**src/scfg_defines.svh**
```systemverilog
`ifndef SCFG_DEFINES_SVH
`define SCFG_DEFINES_SVH

// Packet geometry
`define SCFG_FRAME_BITS     32
`define SCFG_ADDR_LAST_RISE 6'd13
`define SCFG_LAST_RISE      6'd31
`define SCFG_OK_FALL        6'd14
`define SCFG_DATA_FALL      6'd15
`define SCFG_TAG_FALL       6'd11
`define SCFG_DUMMY_FALL     6'd10

// Response field positions
`define SCFG_RESP_PAR_BIT   5'd0
`define SCFG_RESP_DATA_TOP  5'd16
`define SCFG_RESP_OK_BIT    5'd17
`define SCFG_RESP_TAG_LOW   5'd18
`define SCFG_RESP_TAG_TOP   5'd20

// This port block and bus slave, top four address bits
`define SCFG_BLOCK_SEL      4'h0

// Register indices
`define SCFG_IDX_POWER_OFF  7'h00
`define SCFG_IDX_MODE       7'h01
`define SCFG_IDX_PROBE      7'h02
`define SCFG_IDX_SPARE      7'h03

// Reset values
`define SCFG_RST_POWER_OFF  16'h0000
`define SCFG_RST_MODE       16'h0000
`define SCFG_RST_PROBE      16'h0000
`define SCFG_RST_SPARE      16'h0000

// Synchroniser idle value: sclk high, chip select high
`define SCFG_SYNC_IDLE      6'h30

`endif

```
**src/scfg_pkg.sv**
```systemverilog
`default_nettype none
package scfg_pkg;
  typedef enum logic [1:0] {
    SCFG_APB_IDLE,
    SCFG_APB_SETUP,
    SCFG_APB_ACCESS
  } scfg_apb_state_t;
endpackage
`default_nettype wire

```
**src/scfg_sync.sv**
```systemverilog
`default_nettype none
module scfg_sync
  import scfg_pkg::*;
#(
  parameter int              WIDTH = 6,
  parameter logic [WIDTH-1:0] INIT = '0
) (
  input  wire logic             clk_sys,
  input  wire logic             sys_rst,
  input  wire logic [WIDTH-1:0] asyncIn,
  output var  logic [WIDTH-1:0] syncOut
);
  logic [WIDTH-1:0] stage1;

  if (WIDTH < 1) begin : gBadWidth
    $error("scfg_sync width must be positive");
  end

  always_ff @(posedge clk_sys) begin
    if (sys_rst) begin
      stage1  <= INIT;
      syncOut <= INIT;
    end else begin
      stage1  <= asyncIn;
      syncOut <= stage1;
    end
  end
endmodule // scfg_sync
`default_nettype wire

```
**src/scfg_reg_bank.sv**
```systemverilog
`default_nettype none
`include "scfg_defines.svh"
module scfg_reg_bank
  import scfg_pkg::*;
(
  input  wire logic        clk_sys,
  input  wire logic        sys_rst,
  input  wire logic        psel,
  input  wire logic        penable,
  input  wire logic        pwrite,
  input  wire logic [6:0]  paddr,
  input  wire logic [15:0] pwdata,
  output var  logic [15:0] prdata,
  output var  logic        pready,
  output var  logic [3:0]  analogRegOff,
  output var  logic [2:0]  digitalRegOff,
  output var  logic [4:0]  converterModeSelect,
  output var  logic        converterSleep,
  output var  logic [3:0]  probeChannel,
  output var  logic        probeMuxEn,
  output var  logic        probeBufEn
);
  logic [15:0] regPowerOff;
  logic [15:0] regMode;
  logic [15:0] regProbe;
  logic [15:0] regSpare;
  logic        wrStrobe;

  assign wrStrobe = psel && penable && pwrite;
  assign pready   = 1'b1;

  always_ff @(posedge clk_sys) begin
    if (sys_rst) begin
      regPowerOff <= `SCFG_RST_POWER_OFF;
      regMode     <= `SCFG_RST_MODE;
      regProbe    <= `SCFG_RST_PROBE;
      regSpare    <= `SCFG_RST_SPARE;
    end else if (wrStrobe) begin
      if (paddr == `SCFG_IDX_POWER_OFF) begin
        regPowerOff <= pwdata;
      end else if (paddr == `SCFG_IDX_MODE) begin
        regMode <= pwdata;
      end else if (paddr == `SCFG_IDX_PROBE) begin
        regProbe <= pwdata;
      end else if (paddr == `SCFG_IDX_SPARE) begin
        regSpare <= pwdata;
      end
    end
  end

  // Unmapped indices read as zero
  always_comb begin
    if (paddr == `SCFG_IDX_POWER_OFF) begin
      prdata = regPowerOff;
    end else if (paddr == `SCFG_IDX_MODE) begin
      prdata = regMode;
    end else if (paddr == `SCFG_IDX_PROBE) begin
      prdata = regProbe;
    end else if (paddr == `SCFG_IDX_SPARE) begin
      prdata = regSpare;
    end else begin
      prdata = 16'h0000;
    end
  end

  assign analogRegOff        = regPowerOff[3:0];
  assign digitalRegOff       = regPowerOff[6:4];
  assign converterModeSelect = regMode[4:0];
  assign converterSleep      = regMode[5];
  assign probeChannel        = regProbe[3:0];
  assign probeMuxEn          = regProbe[4];
  assign probeBufEn          = regProbe[5];
endmodule // scfg_reg_bank
`default_nettype wire

```
**src/scfg_spi_slave.sv**
```systemverilog
`default_nettype none
`include "scfg_defines.svh"
// Function
// - Serial port is mode 3: clock idles high, bits sampled on rising edges.
// - Each transfer is 32 bits each way, response sent while command arrives.
// - Bits shift most significant first; bit 31 is top die-tag bit.
// - Command bits 31..29 must equal die-tag pins, else packet ignored.
// - Bits 28..18 are address: 2-bit port, 2-bit slave, 7-bit index.
// - Index selects one of 128 registers in the chosen slave; this slave holds only indices 0..3, the rest read as zero and ignore writes.
// - Bit 17 is write flag; a read is done on every packet whose tag and port/slave bits match.
// - On write, command bits 16..1 go into the addressed register.
// - Bit 0 of command and response makes total ones even.
// - Command with wrong parity is dropped: no write, though its read is still forwarded.
// - Response bits 31..21 are filler the master ignores.
// - Response bits 20..18 return the device die tag.
// - Response bit 17 tells whether the previous packet had good parity.
// - Response bits 16..1 return the register addressed by this packet.
// - Checked operations are forwarded as internal bus master to slaves.
// - Register 0: analog off bits 3..0, digital off 6..4, spare above.
// - Register 2: probe channel 3..0, mux enable 4, buffer enable 5.
module scfg_spi_slave
  import scfg_pkg::*;
#(
  parameter int FRAME_BITS = `SCFG_FRAME_BITS
) (
  input  wire logic       clk_sys,
  input  wire logic       sys_rst,
  input  wire logic       sclk,
  input  wire logic       csN,
  input  wire logic       mosi,
  input  wire logic [2:0] dieTagPins,
  output var  logic       miso,
  output var  logic [3:0] analogRegOff,
  output var  logic [2:0] digitalRegOff,
  output var  logic [4:0] converterModeSelect,
  output var  logic       converterSleep,
  output var  logic [3:0] probeChannel,
  output var  logic       probeMuxEn,
  output var  logic       probeBufEn
);
  logic [5:0]      syncBus;
  logic            sclkS;
  logic            csNS;
  logic            mosiS;
  logic [2:0]      tagS;
  logic            sclkPrev;
  logic            active;
  logic            sclkRise;
  logic            sclkFall;
  logic [5:0]      bitCount;
  logic [31:0]     rxShift;
  logic [15:0]     rxPayload;
  logic            addrDone;
  logic            frameDone;
  logic            okFlag;
  logic            rdReq;
  logic            wrReq;
  logic [6:0]      cmdIndex;
  logic [15:0]     cmdData;
  logic            txPar;
  logic            next_miso;
  logic [15:0]     readData;
  scfg_apb_state_t apbState;
  logic            psel;
  logic            penable;
  logic            pwrite;
  logic [15:0]     prdata;
  logic            pready;

  if (FRAME_BITS != 32) begin : gBadFrame
    $error("scfg_spi_slave serves 32-bit packets only");
  end

  // Packet addresses this block when tag and port/slave fields match
  function automatic logic hitFn(input logic [2:0] tag, input logic [3:0] sel,
                                 input logic [2:0] pins);
    return (tag == pins) && (sel == `SCFG_BLOCK_SEL);
  endfunction

  function automatic logic respBit(input logic [4:0] idx, input logic [2:0] tag,
                                   input logic ok, input logic [15:0] data,
                                   input logic par);
    logic b;
    b = 1'b0;
    if (idx == `SCFG_RESP_PAR_BIT) begin
      b = par;
    end else if (idx <= `SCFG_RESP_DATA_TOP) begin
      b = data[4'(idx - 5'd1)];
    end else if (idx == `SCFG_RESP_OK_BIT) begin
      b = ok;
    end else if (idx <= `SCFG_RESP_TAG_TOP) begin
      b = tag[2'(idx - `SCFG_RESP_TAG_LOW)];
    end
    return b;
  endfunction

  scfg_sync #(
    .WIDTH (6),
    .INIT  (`SCFG_SYNC_IDLE)
  ) u_sync (
    .clk_sys (clk_sys),
    .sys_rst (sys_rst),
    .asyncIn ({sclk, csN, mosi, dieTagPins}),
    .syncOut (syncBus)
  );

  assign {sclkS, csNS, mosiS, tagS} = syncBus;
  assign active   = !csNS;
  assign sclkRise = active && sclkS && !sclkPrev;
  assign sclkFall = active && !sclkS && sclkPrev;
  assign rxPayload = rxShift[16:1];

  always_ff @(posedge clk_sys) begin
    if (sys_rst) begin
      sclkPrev <= 1'b1;
    end else begin
      sclkPrev <= sclkS;
    end
  end

  // Receive shifter, most significant bit first
  always_ff @(posedge clk_sys) begin
    if (sys_rst) begin
      bitCount <= 6'd0;
      rxShift  <= 32'h0000_0000;
    end else if (!active) begin
      bitCount <= 6'd0;
    end else if (sclkRise && bitCount < 6'(FRAME_BITS)) begin
      rxShift  <= {rxShift[30:0], mosiS};
      bitCount <= bitCount + 6'd1;
    end
  end

  always_ff @(posedge clk_sys) begin
    if (sys_rst) begin
      addrDone  <= 1'b0;
      frameDone <= 1'b0;
    end else begin
      addrDone  <= sclkRise && bitCount == `SCFG_ADDR_LAST_RISE;
      frameDone <= sclkRise && bitCount == `SCFG_LAST_RISE;
    end
  end

  // Requests toward the internal bus
  always_ff @(posedge clk_sys) begin
    if (sys_rst) begin
      rdReq    <= 1'b0;
      wrReq    <= 1'b0;
      cmdIndex <= 7'h00;
      cmdData  <= 16'h0000;
    end else begin
      rdReq <= addrDone && hitFn(rxShift[13:11], rxShift[10:7], tagS);
      wrReq <= frameDone && !(^rxShift) && rxShift[17]
               && hitFn(rxShift[31:29], rxShift[28:25], tagS);
      if (addrDone) begin
        cmdIndex <= rxShift[6:0];
      end else if (frameDone) begin
        cmdIndex <= rxShift[24:18];
        cmdData  <= rxPayload;
      end
    end
  end

  always_ff @(posedge clk_sys) begin
    if (sys_rst) begin
      okFlag <= 1'b0;
    end else if (frameDone) begin
      okFlag <= !(^rxShift);
    end
  end

  // Internal bus master
  always_ff @(posedge clk_sys) begin
    if (sys_rst) begin
      apbState <= SCFG_APB_IDLE;
      pwrite   <= 1'b0;
    end else begin
      case (apbState)
        SCFG_APB_IDLE: begin
          if (rdReq || wrReq) begin
            apbState <= SCFG_APB_SETUP;
            pwrite   <= wrReq;
          end
        end
        SCFG_APB_SETUP: begin
          apbState <= SCFG_APB_ACCESS;
        end
        SCFG_APB_ACCESS: begin
          if (pready) begin
            apbState <= SCFG_APB_IDLE;
          end
        end
        default: begin
          apbState <= SCFG_APB_IDLE;
        end
      endcase
    end
  end

  assign psel    = apbState != SCFG_APB_IDLE;
  assign penable = apbState == SCFG_APB_ACCESS;

  // Data for this packet's answer; zero when the read went elsewhere
  always_ff @(posedge clk_sys) begin
    if (sys_rst || addrDone) begin
      readData <= 16'h0000;
    end else if (penable && pready && !pwrite) begin
      readData <= prdata;
    end
  end

  assign next_miso = respBit(5'(6'd31 - bitCount), tagS, okFlag, readData, txPar);

  // Response bits change on falling edges, parity accumulated as they go
  always_ff @(posedge clk_sys) begin
    if (sys_rst || !active) begin
      miso  <= 1'b0;
      txPar <= 1'b0;
    end else if (sclkFall && bitCount != 6'd0 && bitCount < 6'(FRAME_BITS)) begin
      miso  <= next_miso;
      txPar <= txPar ^ next_miso;
    end
  end

  scfg_reg_bank u_bank (
    .clk_sys             (clk_sys),
    .sys_rst             (sys_rst),
    .psel                (psel),
    .penable             (penable),
    .pwrite              (pwrite),
    .paddr               (cmdIndex),
    .pwdata              (cmdData),
    .prdata              (prdata),
    .pready              (pready),
    .analogRegOff        (analogRegOff),
    .digitalRegOff       (digitalRegOff),
    .converterModeSelect (converterModeSelect),
    .converterSleep      (converterSleep),
    .probeChannel        (probeChannel),
    .probeMuxEn          (probeMuxEn),
    .probeBufEn          (probeBufEn)
  );
endmodule // scfg_spi_slave
`default_nettype wire

```
**config.mk**
```make
export PLATFORM = sky130hd
export DESIGN_NAME = scfg_spi_slave
export DESIGN_NICKNAME = d
export VERILOG_FILES = /design/src/scfg_pkg.sv /design/src/scfg_sync.sv /design/src/scfg_reg_bank.sv /design/src/scfg_spi_slave.sv
export VERILOG_INCLUDE_DIRS = /design/src
export SDC_FILE = /design/constraint.sdc
export NUM_CORES = 1
export LEC_CHECK = 0
export ABC_AREA = 1
export BUFFER_PORTS_ARGS = -buffer_cell sky130_fd_sc_hd__buf_4
export CAP_MARGIN = 20
export CORE_MARGIN = 1.5
export CORE_UTILIZATION = 61
export DETAILED_ROUTE_END_ITERATION = 10
export GPL_TIMING_DRIVEN = 0
export PLACE_DENSITY = 0.88
export SYNTH_ARGS = -nofsm -noshare
export SYNTH_HDL_FRONTEND = slang
export SYNTH_SLANG_ARGS = --single-unit
```
**constraint.sdc**
```tcl
create_clock -name clk_sys -period 2.5 [get_ports clk_sys]
set_clock_uncertainty 0.2 [all_clocks]
set_input_delay 0.125 -clock clk_sys [delete_from_list [all_inputs] [get_ports clk_sys]]
set_output_delay 0.125 -clock clk_sys [all_outputs]
set_load 0.05 [all_outputs]
```
==> impl_metrics.yaml, run 1 <==
outcome:
  status: "complete, but fails checks"
  violations: "DRC"
critical_path:
  start_kind: "flip-flop"
  crit_type: "flip-flop to flip-flop"
  path_depth: 13
  cp_top_family: "simple AND/OR/NAND/NOR gates"
  r2r_cells: 13
  r2r_slack_ns: 0.21
  max_stage_delay_ns: 0.41
  reg2reg_to: "txPar$_SDFFE_PP0P_"
  worstPathRequired_ns: 2.63
  reg2reg_from: "bitCount[0]$_SDFFE_PP0P_"
  cp_cell_sequence: "inv_1, buf_2, ha_1, inv_1, nand3_1, nand3_1, nand3_1, nand3_1, nand2_1, nand2_1, nand3_1, nand2_1, nor2_1"
  cp_max_fo: 11
  slowest_stage: "dfxtp_1"
  worstSetupEndpointType: "flip-flop"
  startpoint: "bitCount[0]$_SDFFE_PP0P_"
  cp.arrival_ns: 2.42
  crit_end: "txPar$_SDFFE_PP0P_"
  cpMostUsedCell: "nand3_1"
  crit_buf_inv: 3
sta:
  max_slew_margin: 0.593
  timing.setup.tns_ns: 0
  hold_violations: 0
  fin_crit_sh: 0.917
  rsz0062_at_grt: "no"
  max_freq_mhz: 436
  fin_crit_ns: 2.29
  drv_slew: 0
  worst_pin_slew_ns: 0.610
  setup-violations-final: 0
  holdWs_ns: 0.105
clock_network:
  cts.sinks: 164
  cts_buffers: 17
  tritoncts: "yes"
  clockBufferDepth: 2
  clk_pin_slew_ns: 0.06
  cts-root-buf: "clkbuf_16"
  post_cts_resized: 0
  clkLatencyLatePin_ns: 0.44
  ctsHtreeMaxLevel: 4
layout:
  syn_to_final_growth_pct: 13.9
  nFillCells: 908
  layout_common_cells: "nand2_1 (218), dfxtp_1 (164), inv_1 (121), o21ai_0 (121), a21oi_1 (114)"
  drive_above_1_share: 0.107
  antenna_cells: 0
  nNetsFinal: 1082
  final_common_cell: "nand2_1"
drt:
  route.met2.wl_um: 8540
  wl_per_cell_um: 15.3
  met3_length_um: 1250
  viasPerCell: 5.62
  via_count: 6878
  ant_nets: 0
  drt_first_iter_violations: 664
  drt-pass1-iter-count: 8
  wl_um: 18700
  drc: 6
  dr.max_layer_used: "met4"
  met1_length_um: 7860
placed_design:
  hpwl_um: 13400
  portBuffers: 26
  gp_congestion: 0.894
yosys:
  netlist_area_um2: 7310
  synth-seq-cells: 164
  synth_cells: 1017
  syn_avg_cell_area_um2: 7.18
  ys_warn_count: 0
  synth-seq-area-share: 0.449
  syn_nets: 1031
  synth.distinct_cells: 33
pwr:
  p_comb_frac: 0.026
  leakage_nw: 3.50
  p_per_area_nw_per_um2: 643
  vdd_drop_max_mv: 0.680
  clkPwrFrac: 0.482
  p_seq_frac: 0.492
  p_sw_mw: 1.14
  swShare: 0.213
  intPower_mw: 4.21
  power_mw: 5.35
run:
  cap_violations: 0
floorplan:
  placementRows: 39
  core_um2: 11600
  dieArea_um2: 12600
  io_pins: 28
  die_w_um: 112
  die_h_um: 112
  initial_core_util: 0.632
global_routing:
  grt_max_degree: 17
  antenna_found_initial: 0
  grt.total_usage: 0.311
  grt_pass1_vias: 6462
  grt_pass1_wl_um: 30900
  grt_overflow: 0
worst_hold_path:
  hold_depth: 2
  hold_class: "primary input to flip-flop"
## metrics by stage
stage                      util  instances  worst slack (ns)  area [um^2]
after CTS                 0.719       1224             0.235         8320
after global placement    0.664       1186             0.276         7680
after floorplan               -       1017             0.563         7310
final                     0.719       1224             0.208         8320
after global routing      0.719       1224            0.0762         8320
after detailed placement  0.664       1186             0.262         7680
## what timing repair did
action | in CTS | in global routing
setup buffers | 0 | 0
endpoints found under the hold margin | 6 | 0
hold buffers | 6 | 0
## power groups by stage
stage,sequential (mW),clock [mW],combinational [mW]
global route,2.64,2.70,0.153
floorplan,2.69,0,0.0873
global placement,2.69,0,0.121
CTS,2.64,2.58,0.134
finish,2.64,2.58,0.137
detailed placement,2.69,0,0.125
## kinds of logic after synthesis
group,after synthesis,synth area share
compound gates,279,0.204
flops,164,0.449
simple gates,357,0.202
xor+xnor,17,0.0204
fa+ha+maj,6,0.0103
buf+inv,194,0.114
## flip-flops by register name, indices dropped and copies added, names as in the netlist, 2 cells and up
| register | flops |
|---|---|
| rxShift | 32 |
| cmdData | 16 |
| readData | 16 |
| u_bank.regMode | 16 |
| u_bank.regPowerOff | 16 |
| u_bank.regProbe | 16 |
| u_bank.regSpare | 16 |
| cmdIndex | 7 |
| bitCount | 6 |
| u_sync.stage1 | 6 |
| u_sync.syncOut | 6 |
| apbState | 2 |
## worst register-to-register path, delay by kind of cell, from the launching register on
family | cells | cell delay (ns)
adder cells (fa/ha/maj) | 1 | 0.40
buffers and inverters | 3 | 0.51
flip-flops | 1 | 0.41
AND/OR/NAND/NOR | 9 | 0.67
## cell type report
| type | count | area (um^2) | area share |
|---|---|---|---|
| buffer | 69 | 367 | 0.0441 |
| clock buffer | 22 | 474 | 0.0570 |
| clock inverter | 10 | 105 | 0.0126 |
| inverter | 125 | 469 | 0.0564 |
| multi-input combinational | 659 | 3190 | 0.383 |
| sequential | 164 | 3280 | 0.395 |
| tap | 143 | 179 | 0.0215 |
| timing repair buffer | 32 | 255 | 0.0307 |
## synth_stat cells
library cell  number  area share
clkbuf_2           3      0.0021
or2_2              4      0.0034
o21ai_1            4      0.0027
o21ai_0          121       0.083
nor2_4             1      0.0015
clkinv_1           2      0.0010
nand3_2            3      0.0041
a211oi_1           1      0.0010
a21oi_1          114       0.078
xnor2_1            9       0.011
buf_4             17       0.017
nand4_2            1      0.0017
buf_1              1     0.00051
a31oi_1            9      0.0077
nor2_1            72       0.037
inv_1            121       0.062
ha_1               6       0.010
o22ai_1           19       0.016
nor4_1             2      0.0017
inv_2              2      0.0010
xor2_1             8      0.0096
nand3_1           45       0.031
buf_6              2      0.0031
o221a_1            1      0.0015
buf_2             20       0.014
a22oi_1            4      0.0041
dfxtp_1          164        0.45
clkbuf_1          26       0.013
nor3_4             1      0.0022
nor3_1             6      0.0041
o221a_2            6      0.0092
nand2_1          218        0.11
nand4_1            4      0.0034
## layer usage
layer  track usage  vias to the layer above
li1              -                     3404
met4         0.191                        0
met5             0                        -
met3        0.0680                       73
met1         0.386                     3144
met2         0.496                      257
## how the worst min path moves through the flow
stage	startpoint	slack, ns	to
2_1_floorplan	csN	0.03	u_sync.stage1[4]$_SDFF_PP1_
3_3_place_gp	csN	0.11	u_sync.stage1[4]$_SDFF_PP1_
3_5_place_dp	sclk	0.11	u_sync.stage1[5]$_SDFF_PP1_
4_1_cts	sys_rst	0.11	u_sync.syncOut[5]$_SDFF_PP1_
5_1_grt	sys_rst	0.13	u_sync.syncOut[5]$_SDFF_PP1_
6_report	sys_rst	0.11	u_sync.syncOut[5]$_SDFF_PP1_
No activity file was read; power rests on OpenSTA's default activity.
==> run 2: changes to the inputs <==
--- a/config.mk
+++ b/config.mk
@@ -10,10 +10,11 @@
 export BUFFER_PORTS_ARGS = -buffer_cell sky130_fd_sc_hd__buf_4
 export CAP_MARGIN = 20
 export CORE_MARGIN = 1.5
-export CORE_UTILIZATION = 61
+export CORE_UTILIZATION = 62
 export DETAILED_ROUTE_END_ITERATION = 10
 export GPL_TIMING_DRIVEN = 0
-export PLACE_DENSITY = 0.88
+export PLACE_DENSITY = 0.89
 export SYNTH_ARGS = -nofsm -noshare
 export SYNTH_HDL_FRONTEND = slang
+export SYNTH_HIERARCHICAL = 1
 export SYNTH_SLANG_ARGS = --single-unit
==> impl_metrics.yaml, run 2 <==
critical_path:
  crit_type: "flip-flop to flip-flop"
  cp.arrival_ns: 2.39
  cp_max_fo: 11
  worstSetupEndpointType: "flip-flop"
  reg2reg_from: "bitCount[0]$_SDFFE_PP0P_"
  start_kind: "flip-flop"
  startpoint: "bitCount[0]$_SDFFE_PP0P_"
  worstPathRequired_ns: 2.61
pwr:
  vdd_drop_max_mv: 0.492
  p_per_area_nw_per_um2: 646
  leakage_nw: 3.85
yosys:
  netlist_top_cells_count: "nand2_1 (310), dfxtp_1 (164), inv_1 (148), nor2_1 (103), a21oi_1 (98)"
  synth_top_area_frac: 0.421
  async_flop_share: 0
  synth_top_area_cell: "dfxtp_1"
  synth.distinct_cells: 37
  yosysMostFrequentCell: "nand2_1"
  synth-seq-cells: 164
  synthTopCellsByArea: "dfxtp_1 (42%), nand2_1 (15%), inv_1 (7.1%), a21oi_1 (6.3%), o21ai_0 (6.0%)"
  ys_warn_count: 6
  synth-edff-count: 0
  synth-main-ff-cell: "dfxtp_1"
  synth-seq-area-share: 0.421
  syn_nets: 1154
  synth_cells: 1140
  netlist_area_um2: 7800
  syn_avg_cell_area_um2: 6.84
sta:
  holdWs_ns: 0.202
  fin_crit_sh: 0.912
  max_freq_mhz: 438
  setup-violations-final: 0
  fin_crit_ns: 2.28
  rsz0062_at_grt: "no"
  timing.setup.tns_ns: 0
  max_slew_margin: 0.665
  hold_violations: 0
  worst_pin_slew_ns: 0.503
  drv_slew: 0
floorplan:
  io_pins: 28
  initial_core_util: 0.641
  die_w_um: 115
  core_um2: 12200
  die_h_um: 115
  placementRows: 40
  dieArea_um2: 13300
clock_network:
  cts.sinks: 164
  post_cts_resized: 0
  cts-root-buf: "clkbuf_16"
  cts_hold_buffers: 9
  cts_buffers: 17
  clk_pin_slew_ns: 0.06
  clockBufferDepth: 2
  ctsHtreeMaxLevel: 4
  clkLatencyLatePin_ns: 0.42
  post-cts-setup-buffers: 0
  tritoncts: "yes"
drt:
  via_count: 7327
  drc: 0
  drt-pass1-iter-count: 6
  drt_first_iter_violations: 783
  wl_um: 19300
  wl_per_cell_um: 14.0
  viasPerCell: 5.33
  ant_nets: 0
placed_design:
  portBuffers: 26
  gp_congestion: 0.920
  hpwl_um: 13900
layout:
  largest_register_ff_count: 32
  antenna_cells: 0
  nNetsFinal: 1208
  layout_common_cells: "nand2_1 (310), dfxtp_1 (164), inv_1 (148), nor2_1 (103), a21oi_1 (98)"
  final_common_cell: "nand2_1"
  syn_to_final_growth_pct: 15.2
  drive_above_1_share: 0.117
  regMostFlops: "rxShift"
global_routing:
  grt_overflow: 0
  antenna_found_initial: 0
  grt_pass1_wl_um: 31700
  grt_max_degree: 17
  grt_pass1_vias: 6806
  grt.total_usage: 0.305
run:
  cap_violations: 0
outcome:
  status: "finished clean"
worst_hold_path:
  min-delay-start: "u_sync/stage1[0]$_SDFF_PP0_"
  hold_class: "flip-flop to flip-flop"
run 2: worst paths after layout:
path / end / slack [ns] / cells after the start
hold / removal: u_sync/syncOut[0]$_SDFF_PP0_ / 0.20 / 2
setup reg to reg: txPar$_SDFFE_PP0P_ / 0.22 / 13
hold reg to reg: u_sync/syncOut[0]$_SDFF_PP0_ / 0.20 / 2
setup / recovery: txPar$_SDFFE_PP0P_ / 0.22 / 13
run 2: power by group:
part	internal (mW)	switching, mW
clock network	1.96	1.06
logic	0.0534	0.0952
registers	2.63	0.0102
total	4.64	1.16
run 2: metal layers:
metal	wire length, um	global-route usage	part of all wire
met5	0	0	0
met4	763	0.144	0.040
met3	1300	0.0659	0.067
met2	9120	0.512	0.47
met1	8110	0.374	0.42
run 2: area by class of cell:
cell class / instances / area (um^2)
multi-input cells: 752 / 3540
flip-flops and latches: 164 / 3280
fillers: 921 / 3180
inverters: 158 / 594
clock buffers: 20 / 467
plain buffers: 66 / 378
repair buffers: 35 / 285
clock inverters: 12 / 223
well taps: 168 / 210
run 2: cells by family after synthesis:
family,after synthesis,share of synthesized area
adder cells (fa/ha/maj),6,0.00963
flip-flops,164,0.421
AND/OR/NAND/NOR,519,0.285
buffers and inverters,224,0.125
XOR/XNOR,18,0.0202
other,1,0.000481
AO/OA/AOI/OAI,208,0.139
run 2: stage by stage:
stage	total power [mW]	worst slack, ns	cell area (um^2)	util	cells
after floorplan	2.79	0.554	7800	-	1140
after global placement	2.82	0.310	8200	0.675	1334
after detailed placement	2.82	0.263	8200	0.675	1334
after CTS	5.81	0.225	8980	0.739	1375
after global routing	5.95	0.0968	8980	0.739	1375
final	5.80	0.219	8980	0.739	1375
run 2: critical path, cell delays in order (launching register included):
cell	delay (ns)
dfxtp_1	0.44
inv_1	0.12
buf_4	0.19
ha_1	0.37
inv_1	0.18
nand3_1	0.10
nand3_1	0.09
nand3_2	0.08
nand3_2	0.09
nand2_2	0.05
nand2_2	0.08
nand3_2	0.07
nand2_1	0.07
nor2_1	0.04
